[src/smtc_pkg.sv]
package smtc_pkg;

  // ==========================================================================
  // Command codes
  // ==========================================================================
  localparam logic [2:0] CMD_APPLY_HELD = 3'h0;
  localparam logic [2:0] CMD_ENABLE_COND = 3'h1;
  localparam logic [2:0] CMD_DISABLE_COND = 3'h2;
  localparam logic [2:0] CMD_QUERY_MASK = 3'h3;
  localparam logic [2:0] CMD_CAL_LOW = 3'h4;
  localparam logic [2:0] CMD_CAL_HIGH = 3'h5;
  localparam logic [2:0] CMD_CAL_COMPUTE = 3'h6;

  // ==========================================================================
  // Condition names carried by list tokens
  // ==========================================================================
  localparam logic [2:0] NAME_CONST_VOLT = 3'h0;
  localparam logic [2:0] NAME_CONST_CURR = 3'h1;
  localparam logic [2:0] NAME_OVERVOLT = 3'h2;
  localparam logic [2:0] NAME_SHUTDOWN = 3'h3;
  localparam logic [2:0] NAME_FOLDBACK = 3'h4;
  localparam logic [2:0] NAME_ERR = 3'h5;
  localparam logic [2:0] NAME_ALL = 3'h6;
  localparam logic [2:0] NAME_NONE = 3'h7;

  // ==========================================================================
  // Condition bit positions
  // ==========================================================================
  localparam int BIT_CONST_VOLT = 0;
  localparam int BIT_CONST_CURR = 1;
  localparam int BIT_OVERVOLT = 3;
  localparam int BIT_SHUTDOWN = 5;
  localparam int BIT_FOLDBACK = 6;
  localparam int BIT_ERR = 7;
  localparam int COND_W = 8;
  localparam logic [7:0] COND_ALL = 8'hEB;
  localparam logic [7:0] MASK_RESET = 8'h00;

  // ==========================================================================
  // Calibration points, as DAC codes
  // ==========================================================================
  localparam logic [15:0] CAL_LOW_CODE = 16'h0CCC;
  localparam logic [15:0] CAL_HIGH_CODE = 16'hF333;
  localparam logic [15:0] CAL_SPAN = 16'hE667;

endpackage

[src/smtc_list_if.sv]
`timescale 1ns/1ps
interface smtc_list_if;
  import smtc_pkg::*;
  logic start;
  logic token_valid;
  logic token_is_number;
  logic [2:0] token_name;
  logic [7:0] token_number;
  logic token_last;
  logic done;
  logic [7:0] bits;
  logic none_seen;
  logic error;

  modport ctrl (
    output start,
    output token_valid,
    output token_is_number,
    output token_name,
    output token_number,
    output token_last,
    input done,
    input bits,
    input none_seen,
    input error
  );

  modport accum (
    input start,
    input token_valid,
    input token_is_number,
    input token_name,
    input token_number,
    input token_last,
    output done,
    output bits,
    output none_seen,
    output error
  );
endinterface

[src/smtc_cond_accum.sv]
`timescale 1ns/1ps
module smtc_cond_accum
  import smtc_pkg::*;
(
  input wire logic clk,
  input wire logic sys_rst,
  smtc_list_if.accum lst
);

  logic [7:0] bits_reg;
  logic [7:0] bits_next;
  logic none_reg;
  logic none_next;
  logic err_reg;
  logic err_next;
  logic done_reg;
  logic done_next;
  logic [7:0] tok_bits;

  // ==========================================================================
  // Token decode and accumulation
  // ==========================================================================
  always_comb
  begin
    tok_bits = 8'h00;
    bits_next = bits_reg;
    none_next = none_reg;
    err_next = err_reg;
    done_next = 1'b0;
    if (lst.start)
    begin
      bits_next = 8'h00;
      none_next = 1'b0;
      err_next = 1'b0;
    end
    else if (lst.token_valid)
    begin
      if (lst.token_is_number)
      begin
        tok_bits = lst.token_number & COND_ALL;
        if ((lst.token_number & ~COND_ALL) != 8'h00)
        begin
          err_next = 1'b1;
        end
      end
      else
      begin
        case (lst.token_name)
          NAME_CONST_VOLT: tok_bits[BIT_CONST_VOLT] = 1'b1;
          NAME_CONST_CURR: tok_bits[BIT_CONST_CURR] = 1'b1;
          NAME_OVERVOLT: tok_bits[BIT_OVERVOLT] = 1'b1;
          NAME_SHUTDOWN: tok_bits[BIT_SHUTDOWN] = 1'b1;
          NAME_FOLDBACK: tok_bits[BIT_FOLDBACK] = 1'b1;
          NAME_ERR: tok_bits[BIT_ERR] = 1'b1;
          NAME_ALL: tok_bits = COND_ALL;
          NAME_NONE: none_next = 1'b1;
          default: err_next = 1'b1;
        endcase
      end
      // Names are merged by OR, so their order never matters.
      bits_next = bits_reg | tok_bits;
      done_next = lst.token_last;
    end
  end

  always_ff @(posedge clk)
  begin
    if (sys_rst)
    begin
      bits_reg <= 8'h00;
      none_reg <= 1'b0;
      err_reg <= 1'b0;
      done_reg <= 1'b0;
    end
    else
    begin
      bits_reg <= bits_next;
      none_reg <= none_next;
      err_reg <= err_next;
      done_reg <= done_next;
    end
  end

  assign lst.done = done_reg;
  assign lst.bits = bits_reg;
  assign lst.none_seen = none_reg;
  assign lst.error = err_reg;

endmodule

[src/smtc_cmd_top.sv]
// Overview of operation
// - Apply-held command moves pending voltage and current into the active settings.
// - Held setpoints do not affect the output until the apply-held command.
// - Condition names arrive comma separated in any order; order is irrelevant.
// - A single decimal number may replace names; it is the sum of bit weights.
// - Only enabled conditions can set status and fault bits.
// - A fault bit sets when its status bit rises while its mask bit is one.
// - Six condition names plus ALL and NONE are recognised.
// - After reset no condition is enabled.
// - Mask query replies with the sum of weights of enabled conditions.
// - Compute command takes low and high measurements and stores slope and offset.
// - High-point command drives a fixed voltage near the top of the range.
// - Low-point command drives a fixed voltage near the bottom of the range.
// - Bit positions: voltage 0, current 1, overvoltage 3, shutdown 5, foldback 6, error 7.
// - Disable-conditions command removes the named conditions from the mask; with NONE it enables all conditions.
// - A status bit sets the cycle after its condition is true and enabled, and clears the cycle after either stops.
`timescale 1ns/1ps
module smtc_cmd_top
  import smtc_pkg::*;
#(
  parameter int SET_W = 16
)
(
  input wire logic clk,
  input wire logic sys_rst,
  input wire logic cmd_valid,
  input wire logic [2:0] cmd_code,
  input wire logic token_valid,
  input wire logic token_is_number,
  input wire logic [2:0] token_name,
  input wire logic [7:0] token_number,
  input wire logic token_last,
  input wire logic [15:0] cal_vlo,
  input wire logic [15:0] cal_vhi,
  input wire logic hold_mode,
  input wire logic volt_set_valid,
  input wire logic [SET_W-1:0] volt_set_value,
  input wire logic curr_set_valid,
  input wire logic [SET_W-1:0] curr_set_value,
  input wire logic calibration_mode,
  input wire logic [7:0] condition_in,
  input wire logic [7:0] fault_clear,
  output logic busy,
  output logic cmd_error,
  output logic reply_valid,
  output logic [7:0] reply_mask,
  output logic [7:0] mask_bits,
  output logic [7:0] status_bits,
  output logic [7:0] fault_bits,
  output logic [SET_W-1:0] active_voltage,
  output logic [SET_W-1:0] active_current,
  output logic [15:0] prog_voltage,
  output logic cal_drive,
  output logic [15:0] cal_slope,
  output logic [15:0] cal_offset
);

  typedef enum logic [1:0] {ST_IDLE, ST_LIST, ST_APPLY} smtc_state_e;

  smtc_list_if lst ();

  smtc_cond_accum u_accum (
    .clk(clk),
    .sys_rst(sys_rst),
    .lst(lst)
  );

  smtc_state_e state_reg;
  smtc_state_e state_next;
  logic busy_reg;
  logic busy_next;
  logic disable_reg;
  logic disable_next;
  logic [7:0] mask_reg;
  logic [7:0] mask_next;
  logic [7:0] status_reg;
  logic [7:0] status_next;
  logic [7:0] fault_reg;
  logic [7:0] fault_next;
  logic err_reg;
  logic err_next;
  logic reply_reg;
  logic reply_next;
  logic [7:0] reply_mask_reg;
  logic [7:0] reply_mask_next;
  logic [SET_W-1:0] pend_v_reg;
  logic [SET_W-1:0] pend_v_next;
  logic [SET_W-1:0] pend_i_reg;
  logic [SET_W-1:0] pend_i_next;
  logic [SET_W-1:0] act_v_reg;
  logic [SET_W-1:0] act_v_next;
  logic [SET_W-1:0] act_i_reg;
  logic [SET_W-1:0] act_i_next;
  logic cal_drive_reg;
  logic cal_drive_next;
  logic [15:0] cal_code_reg;
  logic [15:0] cal_code_next;
  logic [15:0] prog_reg;
  logic [15:0] prog_next;
  logic [15:0] slope_reg;
  logic [15:0] slope_next;
  logic [15:0] offset_reg;
  logic [15:0] offset_next;
  logic take_cmd;

  assign take_cmd = cmd_valid && (state_reg == ST_IDLE);
  assign lst.start = take_cmd;
  assign lst.token_valid = token_valid && (state_reg == ST_LIST);
  assign lst.token_is_number = token_is_number;
  assign lst.token_name = token_name;
  assign lst.token_number = token_number;
  assign lst.token_last = token_last;

  // ==========================================================================
  // Command sequencing and condition mask
  // ==========================================================================
  always_comb
  begin
    state_next = state_reg;
    disable_next = disable_reg;
    mask_next = mask_reg;
    err_next = 1'b0;
    reply_next = 1'b0;
    reply_mask_next = reply_mask_reg;
    case (state_reg)
      ST_IDLE:
      begin
        if (take_cmd)
        begin
          if (cmd_code == CMD_ENABLE_COND || cmd_code == CMD_DISABLE_COND)
          begin
            state_next = ST_LIST;
            disable_next = (cmd_code == CMD_DISABLE_COND);
          end
          else if (cmd_code == CMD_QUERY_MASK)
          begin
            reply_next = 1'b1;
            reply_mask_next = mask_reg;
          end
          else if (cmd_code > CMD_CAL_COMPUTE)
          begin
            err_next = 1'b1;
          end
          else if (cmd_code >= CMD_CAL_LOW && !calibration_mode)
          begin
            // Calibration without calibration mode is refused outright.
            err_next = 1'b1;
          end
        end
      end
      ST_LIST:
      begin
        if (token_valid && token_last)
        begin
          state_next = ST_APPLY;
        end
      end
      ST_APPLY:
      begin
        state_next = ST_IDLE;
        if (lst.error)
        begin
          err_next = 1'b1;
        end
        else if (!disable_reg)
        begin
          // NONE empties the selection; otherwise names add to it.
          mask_next = lst.none_seen ? 8'h00 : (mask_reg | lst.bits);
        end
        else
        begin
          mask_next = lst.none_seen ? COND_ALL : (mask_reg & ~lst.bits);
        end
      end
      default:
      begin
        state_next = ST_IDLE;
      end
    endcase
    busy_next = (state_next != ST_IDLE);
  end

  // ==========================================================================
  // Status and fault capture
  // ==========================================================================
  always_comb
  begin
    // Status follows the condition level, gated by the mask.
    status_next = condition_in & mask_reg & COND_ALL;
    // A set in the same cycle as its clear wins over the clear.
    fault_next = (fault_reg & ~fault_clear) | (status_next & ~status_reg & mask_reg);
  end

  // ==========================================================================
  // Setpoints and calibration
  // ==========================================================================
  always_comb
  begin
    pend_v_next = (volt_set_valid && hold_mode) ? volt_set_value : pend_v_reg;
    pend_i_next = (curr_set_valid && hold_mode) ? curr_set_value : pend_i_reg;
    act_v_next = (volt_set_valid && !hold_mode) ? volt_set_value : act_v_reg;
    act_i_next = (curr_set_valid && !hold_mode) ? curr_set_value : act_i_reg;
    cal_drive_next = cal_drive_reg && calibration_mode;
    cal_code_next = cal_code_reg;
    slope_next = slope_reg;
    offset_next = offset_reg;
    if (take_cmd && cmd_code == CMD_APPLY_HELD)
    begin
      act_v_next = pend_v_reg;
      act_i_next = pend_i_reg;
    end
    if (take_cmd && calibration_mode)
    begin
      if (cmd_code == CMD_CAL_LOW)
      begin
        cal_drive_next = 1'b1;
        cal_code_next = CAL_LOW_CODE;
      end
      else if (cmd_code == CMD_CAL_HIGH)
      begin
        cal_drive_next = 1'b1;
        cal_code_next = CAL_HIGH_CODE;
      end
      else if (cmd_code == CMD_CAL_COMPUTE)
      begin
        // Gain is kept as the measured span over the fixed code span, which
        // avoids a divider; the consumer scales by CAL_SPAN.
        cal_drive_next = 1'b0;
        slope_next = cal_vhi - cal_vlo;
        offset_next = cal_vlo;
      end
    end
    prog_next = cal_drive_next ? cal_code_next : 16'(act_v_next);
  end

  always_ff @(posedge clk)
  begin
    if (sys_rst)
    begin
      state_reg <= ST_IDLE;
      busy_reg <= 1'b0;
      disable_reg <= 1'b0;
      mask_reg <= MASK_RESET;
      status_reg <= 8'h00;
      fault_reg <= 8'h00;
      err_reg <= 1'b0;
      reply_reg <= 1'b0;
      reply_mask_reg <= 8'h00;
      pend_v_reg <= '0;
      pend_i_reg <= '0;
      act_v_reg <= '0;
      act_i_reg <= '0;
      cal_drive_reg <= 1'b0;
      cal_code_reg <= 16'h0000;
      prog_reg <= 16'h0000;
      slope_reg <= 16'h0000;
      offset_reg <= 16'h0000;
    end
    else
    begin
      state_reg <= state_next;
      busy_reg <= busy_next;
      disable_reg <= disable_next;
      mask_reg <= mask_next;
      status_reg <= status_next;
      fault_reg <= fault_next;
      err_reg <= err_next;
      reply_reg <= reply_next;
      reply_mask_reg <= reply_mask_next;
      pend_v_reg <= pend_v_next;
      pend_i_reg <= pend_i_next;
      act_v_reg <= act_v_next;
      act_i_reg <= act_i_next;
      cal_drive_reg <= cal_drive_next;
      cal_code_reg <= cal_code_next;
      prog_reg <= prog_next;
      slope_reg <= slope_next;
      offset_reg <= offset_next;
    end
  end

  assign busy = busy_reg;
  assign cmd_error = err_reg;
  assign reply_valid = reply_reg;
  assign reply_mask = reply_mask_reg;
  assign mask_bits = mask_reg;
  assign status_bits = status_reg;
  assign fault_bits = fault_reg;
  assign active_voltage = act_v_reg;
  assign active_current = act_i_reg;
  assign prog_voltage = prog_reg;
  assign cal_drive = cal_drive_reg;
  assign cal_slope = slope_reg;
  assign cal_offset = offset_reg;

endmodule

[config.mk]
export PLATFORM = sky130hd
export DESIGN_NAME = smtc_cmd_top
export DESIGN_NICKNAME = d
export VERILOG_FILES = /design/src/smtc_pkg.sv /design/src/smtc_list_if.sv /design/src/smtc_cond_accum.sv /design/src/smtc_cmd_top.sv
export SDC_FILE = /design/constraint.sdc
export NUM_CORES = 1
export LEC_CHECK = 0
export BUFFER_PORTS_ARGS = -buffer_cell sky130_fd_sc_hd__buf_4
export CAP_MARGIN = 25
export CORE_MARGIN = 1.5
export CORE_UTILIZATION = 45
export DETAILED_ROUTE_END_ITERATION = 12
export PLACE_DENSITY = 0.76
export SLEW_MARGIN = 10
export SYNTH_ARGS = -nofsm -noshare
export SYNTH_HDL_FRONTEND = slang
export SYNTH_HIERARCHICAL = 1
export SYNTH_SLANG_ARGS = --single-unit
[constraint.sdc]
create_clock -name clk -period 2.9 [get_ports clk]
set_clock_uncertainty 0.1 [all_clocks]
set_input_delay 0.58 -clock clk [delete_from_list [all_inputs] [get_ports clk]]
set_output_delay 0.58 -clock clk [all_outputs]
set_load 0.02 [all_outputs]
# Word-level counts from Yosys, hierarchy flattened
# Cells that the tools add are included.
[word_totals]
register_bits = 177
elab_cells = 128
[classes]
n_addsub = 1
n_lt_le_gt_ge = 2
eq_ne = 15
mux = 36
n_bitwise = 18
n_reduce_logical = 34
[ops]
columns = ["operator", "n"]
rows = [
  ["16-bit 2-to-1 mux", 8],
  ["8-bit 2-to-1 mux", 6],
  ["8-bit AND", 5],
  ["8-bit NOT", 3],
  ["8-bit bitwise OR", 3],
  ["3-bit == test, second input constant", 7],
  ["1-bit 2-to-1 mux", 17],
  ["16-bit subtractor", 1],
  ["2-bit OR reduction", 7],
  ["3-bit by 2-bit == test with 1-bit output, second input constant", 4],
  ["1-bit logical AND", 11],
  ["3-bit AND reduction", 3],
  ["4-bit AND reduction", 2],
  ["8-bit nonzero test", 1],
  ["1-bit NOT", 7],
  ["3-bit by 1-bit == test with 1-bit output, second input constant", 2],
  ["3-bit zero test", 2],
  ["2-bit 2-to-1 mux", 3],
  ["2-bit case mux with 2 select lines", 1],
  ["2-bit nonzero test", 2],
  ["4-bit OR reduction", 1],
  ["3-bit >= comparator, second input constant", 1],
  ["3-bit greater-than comparator, second input constant", 1],
  ["2-bit by 1-bit == test with 1-bit output, second input constant", 1],
  ["6 further kinds", 7],
]

# Longest topological paths before layout
[depth]
depth_word = 8
depth_mapped = 9

# Cells and area by module
# Netlist, hierarchy kept.
[by_module_without_submodules]
columns = ["mod", "instances", "cells_per_inst", "area_each_um2"]
rows = [
  ["smtc_cmd_top", 1, 802, 7041.8],
  ["smtc_cond_accum", 1, 53, 455.4],
]

# Worst setup path before layout
# OpenSTA, ideal clock, no wires.
[synth_timing]
path_type = "in2reg"
from = "input port cal_vhi[0]"
to = "register slope_reg[14], in the netlist cal_slope[14]"
setup_ns = 0.140
arrival_ns = 2.208
t_required_ns = 2.660
slack_ns = 0.451
cell_stages = 9
path_cell_list = "inv_1 > ha_1 > inv_1 > fa_1 > a21o_1 > a221oi_1 > o221ai_1 > o21ai_0 > o311ai_0"
[synth_via]
elab_chain_cells = 1
[synth_rtl]
columns = ["item", "line", "rtl"]
rows = [
  ["start, declared", "smtc_cmd_top.sv:34", "input wire logic [15:0] cal_vhi,"],
  ["16-bit subtractor", "smtc_cmd_top.sv:229", "slope_next = cal_vhi - cal_vlo;"],
  ["end signal, assigned", "smtc_cmd_top.sv:277", "slope_reg <= slope_next;"],
  ["end, declared", "smtc_cmd_top.sv:100", "logic [15:0] slope_reg;"],
]
# No other way between the ends.
# A chain may end at the register's enable or synchronous reset.

# Worst setup path after layout
[layout_timing]
from = "register state_reg[0]"
to = "register prog_reg[7], in the netlist prog_voltage[7]"
[layout_via]
elab_chain_cells = 5
word_cells_on_any_way = 8
cone_classes = "mux (4); reduce/logical (4)"
[layout_rtl]
columns = ["item", "line", "rtl"]
rows = [
  ["start, declared", "smtc_cmd_top.sv:68", "smtc_state_e state_reg;"],
  ["start signal, assigned", "smtc_cmd_top.sv:261", "state_reg <= state_next;"],
  ["2-bit zero test (*)", "smtc_cmd_top.sv:106", "assign take_cmd = cmd_valid && (state_reg == ST_IDLE);"],
  ["1-bit logical AND (*)", "smtc_cmd_top.sv:106", ""],
  ["1-bit logical AND, on equally long branches", "smtc_cmd_top.sv:207, smtc_cmd_top.sv:212", ""],
  ["16-bit 2-to-1 mux (tied with other cells)", "smtc_cmd_top.sv:207", "if (take_cmd && cmd_code == CMD_APPLY_HELD)"],
  ["16-bit 2-to-1 mux (*)", "smtc_cmd_top.sv:233", "prog_next = cal_drive_next ? cal_code_next : 16'(act_v_next);"],
  ["end signal, assigned", "smtc_cmd_top.sv:276", "prog_reg <= prog_next;"],
  ["end, declared", "smtc_cmd_top.sv:98", "logic [15:0] prog_reg;"],
]
# Every way passes the cells marked *; elsewhere a longest branch is shown, timed or not.

==> flow_metrics.py <==
metrics = {
    "clocking": {
        "clock_path_buffers": 2,
        "clock_latency_ns": 0.42,
        "clock_pin_slew_on_the_worst_setup_and_hold_paths_ns": 0.07,
        "cts.repair_timing.setup_buffer_count": 0,
        "cts_htree_levels": 4,
        "clock-sinks": 173,
        "cts_hold_buffers": 0,
        "post_cts_resize_count": 0,
        "numCtsBuffers": 17,
        "clock_tree_from_tritoncts": "built",
        "clock_tree.root_cell": "sky130_fd_sc_hd__clkbuf_16",
    },
    "run": {
        "maxCapViolCount": 0,
    },
    "placed_design": {
        "place_hpwl_mm": 13.2,
        "io_buffers": 215,
        "place.gp.congestion": 0.787,
        "detailed_place.area_mm2": 0.00921,
        "dp_worst_setup_slack_ns": 0.179,
    },
    "worst_setup_path": {
        "timing.critical_path.fanout_max": 64,
        "setup.worst_path.class": "reg2reg",
        "cp.required_ns": 3.15,
        "arrival_ns": 2.67,
        "startpoint_type": "flip-flop",
        "crit_path_end_kind": "flip-flop",
    },
    "timing": {
        "final_min_period_over_clock_period_pct": 83.1,
        "max-slew-margin-rel_pct": 43.4,
        "final-setup-viol-count": 0,
        "grt_setup_unrepaired": "false",
        "postLayoutSetupSlackWorst_ns": 0.489,
        "fmax_ghz": 0.415,
        "min_period_ns": 2.41,
        "drv_slew": 0,
        "final.setup.tns_ns": 0,
        "tightest_slew_ns": 0.846,
        "report.final.hold_viol_count": 0,
    },
    "grt": {
        "grt_first_pass_wirelength_mm": 30.6,
        "grt_overflow_total": 0,
        "initial_antenna_violation_count": 0,
        "grt.total_usage_pct": 21.5,
        "pin_count_of_the_biggest_net_entering_global_routing": 65,
        "grt_pass1_vias": 6305,
    },
    "pwr": {
        "power_mw": 5.63,
        "power.leakage_nw": 4.23,
        "vdd_ir_drop_max_mv": 0.414,
        "power.density_cell_area_mw_per_mm2": 573,
    },
    "floorplan": {
        "io_pins": 220,
        "design.core.area_mm2": 0.0161,
        "dieWidth_um": 132,
        "rows": 46,
        "die_height_um": 132,
        "fp.dieArea_mm2": 0.0174,
        "initial_utilization_pct": 46.5,
    },
    "route": {
        "first_iter_violations": 335,
        "route.final.wire_length_mm": 18.5,
        "firstDrtPassIters": 5,
        "wl_per_instance_um": 14.6,
        "ant_nets": 0,
        "residual_drc": 0,
        "routed-via-count": 6637,
        "viasPerCell": 5.21,
    },
    "synth": {
        "mappedNetlistArea_mm2": 0.00747,
        "synth_warnings": 6,
        "syn-mean-instance-area_um2": 8.76,
        "synth_cells": 853,
    },
    "finish": {
        "final_instance_area_mm2": 0.00983,
        "area.growth.synth_to_final_pct": 31.5,
        "post_route_cells_drive_above_1_share_pct": 28.3,
        "post-route-util_pct": 61.2,
        "most_frequent_cells_in_the_layout": "sky130_fd_sc_hd__buf_4, sky130_fd_sc_hd__dfxtp_1, sky130_fd_sc_hd__nand2_1",
        "net_total_in_the_final_layout": 1165,
        "mostFrequentLayoutCell": "sky130_fd_sc_hd__buf_4",
        "antenna-diode-count": 0,
    },
    "worst_hold_path": {
        "worstHoldPathType": "in2reg",
    },
    "run_status": {
        "outcome": "finished, final reports clean",
    },
}
==> final cells by class <==
class / count / area (um2)
Clock inverter: 14 / 180
Tap cell: 216 / 270
Fill cell: 1387 / 6230
Inverter: 23 / 86.3
Multi-Input combinational cell: 597 / 3610
Timing Repair Buffer: 233 / 1770
Clock buffer: 18 / 439
Sequential cell: 173 / 3460
==> worst max-delay path: stages (launching register included) <==
cell                        delay [ns]
sky130_fd_sc_hd__dfxtp_1          0.39
sky130_fd_sc_hd__or4b_4           0.61
sky130_fd_sc_hd__or3_2            0.48
sky130_fd_sc_hd__buf_12           0.23
sky130_fd_sc_hd__a211oi_2         0.35
sky130_fd_sc_hd__a2bb2oi_2        0.16
==> report_power, final <==
group          leakage (nW)  internal, mW  switching (mW)  total (mW)
logic                  2.52         0.335           0.397       0.732
clock network         0.304          1.40           0.990        2.39
registers              1.41          2.46          0.0433        2.50
total                  4.23          4.20            1.43        5.63
==> worst paths after layout <==
check / from / to / slack [ns] / depth (start not counted)
setup reg to reg: state_reg[0] / prog_voltage[7] / 0.49 / 5
hold / removal: fault_clear[2] / fault_bits[2] / 0.21 / 2
hold reg to reg: status_bits[7] / fault_bits[7] / 0.34 / 1
setup / recovery: state_reg[0] / prog_voltage[7] / 0.49 / 5
==> stage by stage <==
stage | hold WS (ns) | instances
finish | 0.208 | 1274
global route | 0.200 | 1274
CTS | 0.187 | 1274
detailed placement | 0.330 | 1242
global placement | 0.326 | 1242
floorplan | 0.335 | 855
==> layer usage <==
| layer | GRT usage, % | routed length, um | vias up | share of wire [%] |
|---|---|---|---|---|
| met5 | 0 | 0 | - | 0 |
| met4 | 9.38 | 432 | 0 | 2.3 |
| met3 | 5.38 | 1120 | 26 | 6.0 |
| met2 | 35.3 | 8760 | 211 | 47 |
| met1 | 26.7 | 8230 | 3067 | 44 |
| li1 | - | - | 3333 | - |
Power figures use the tool's default switching activity.
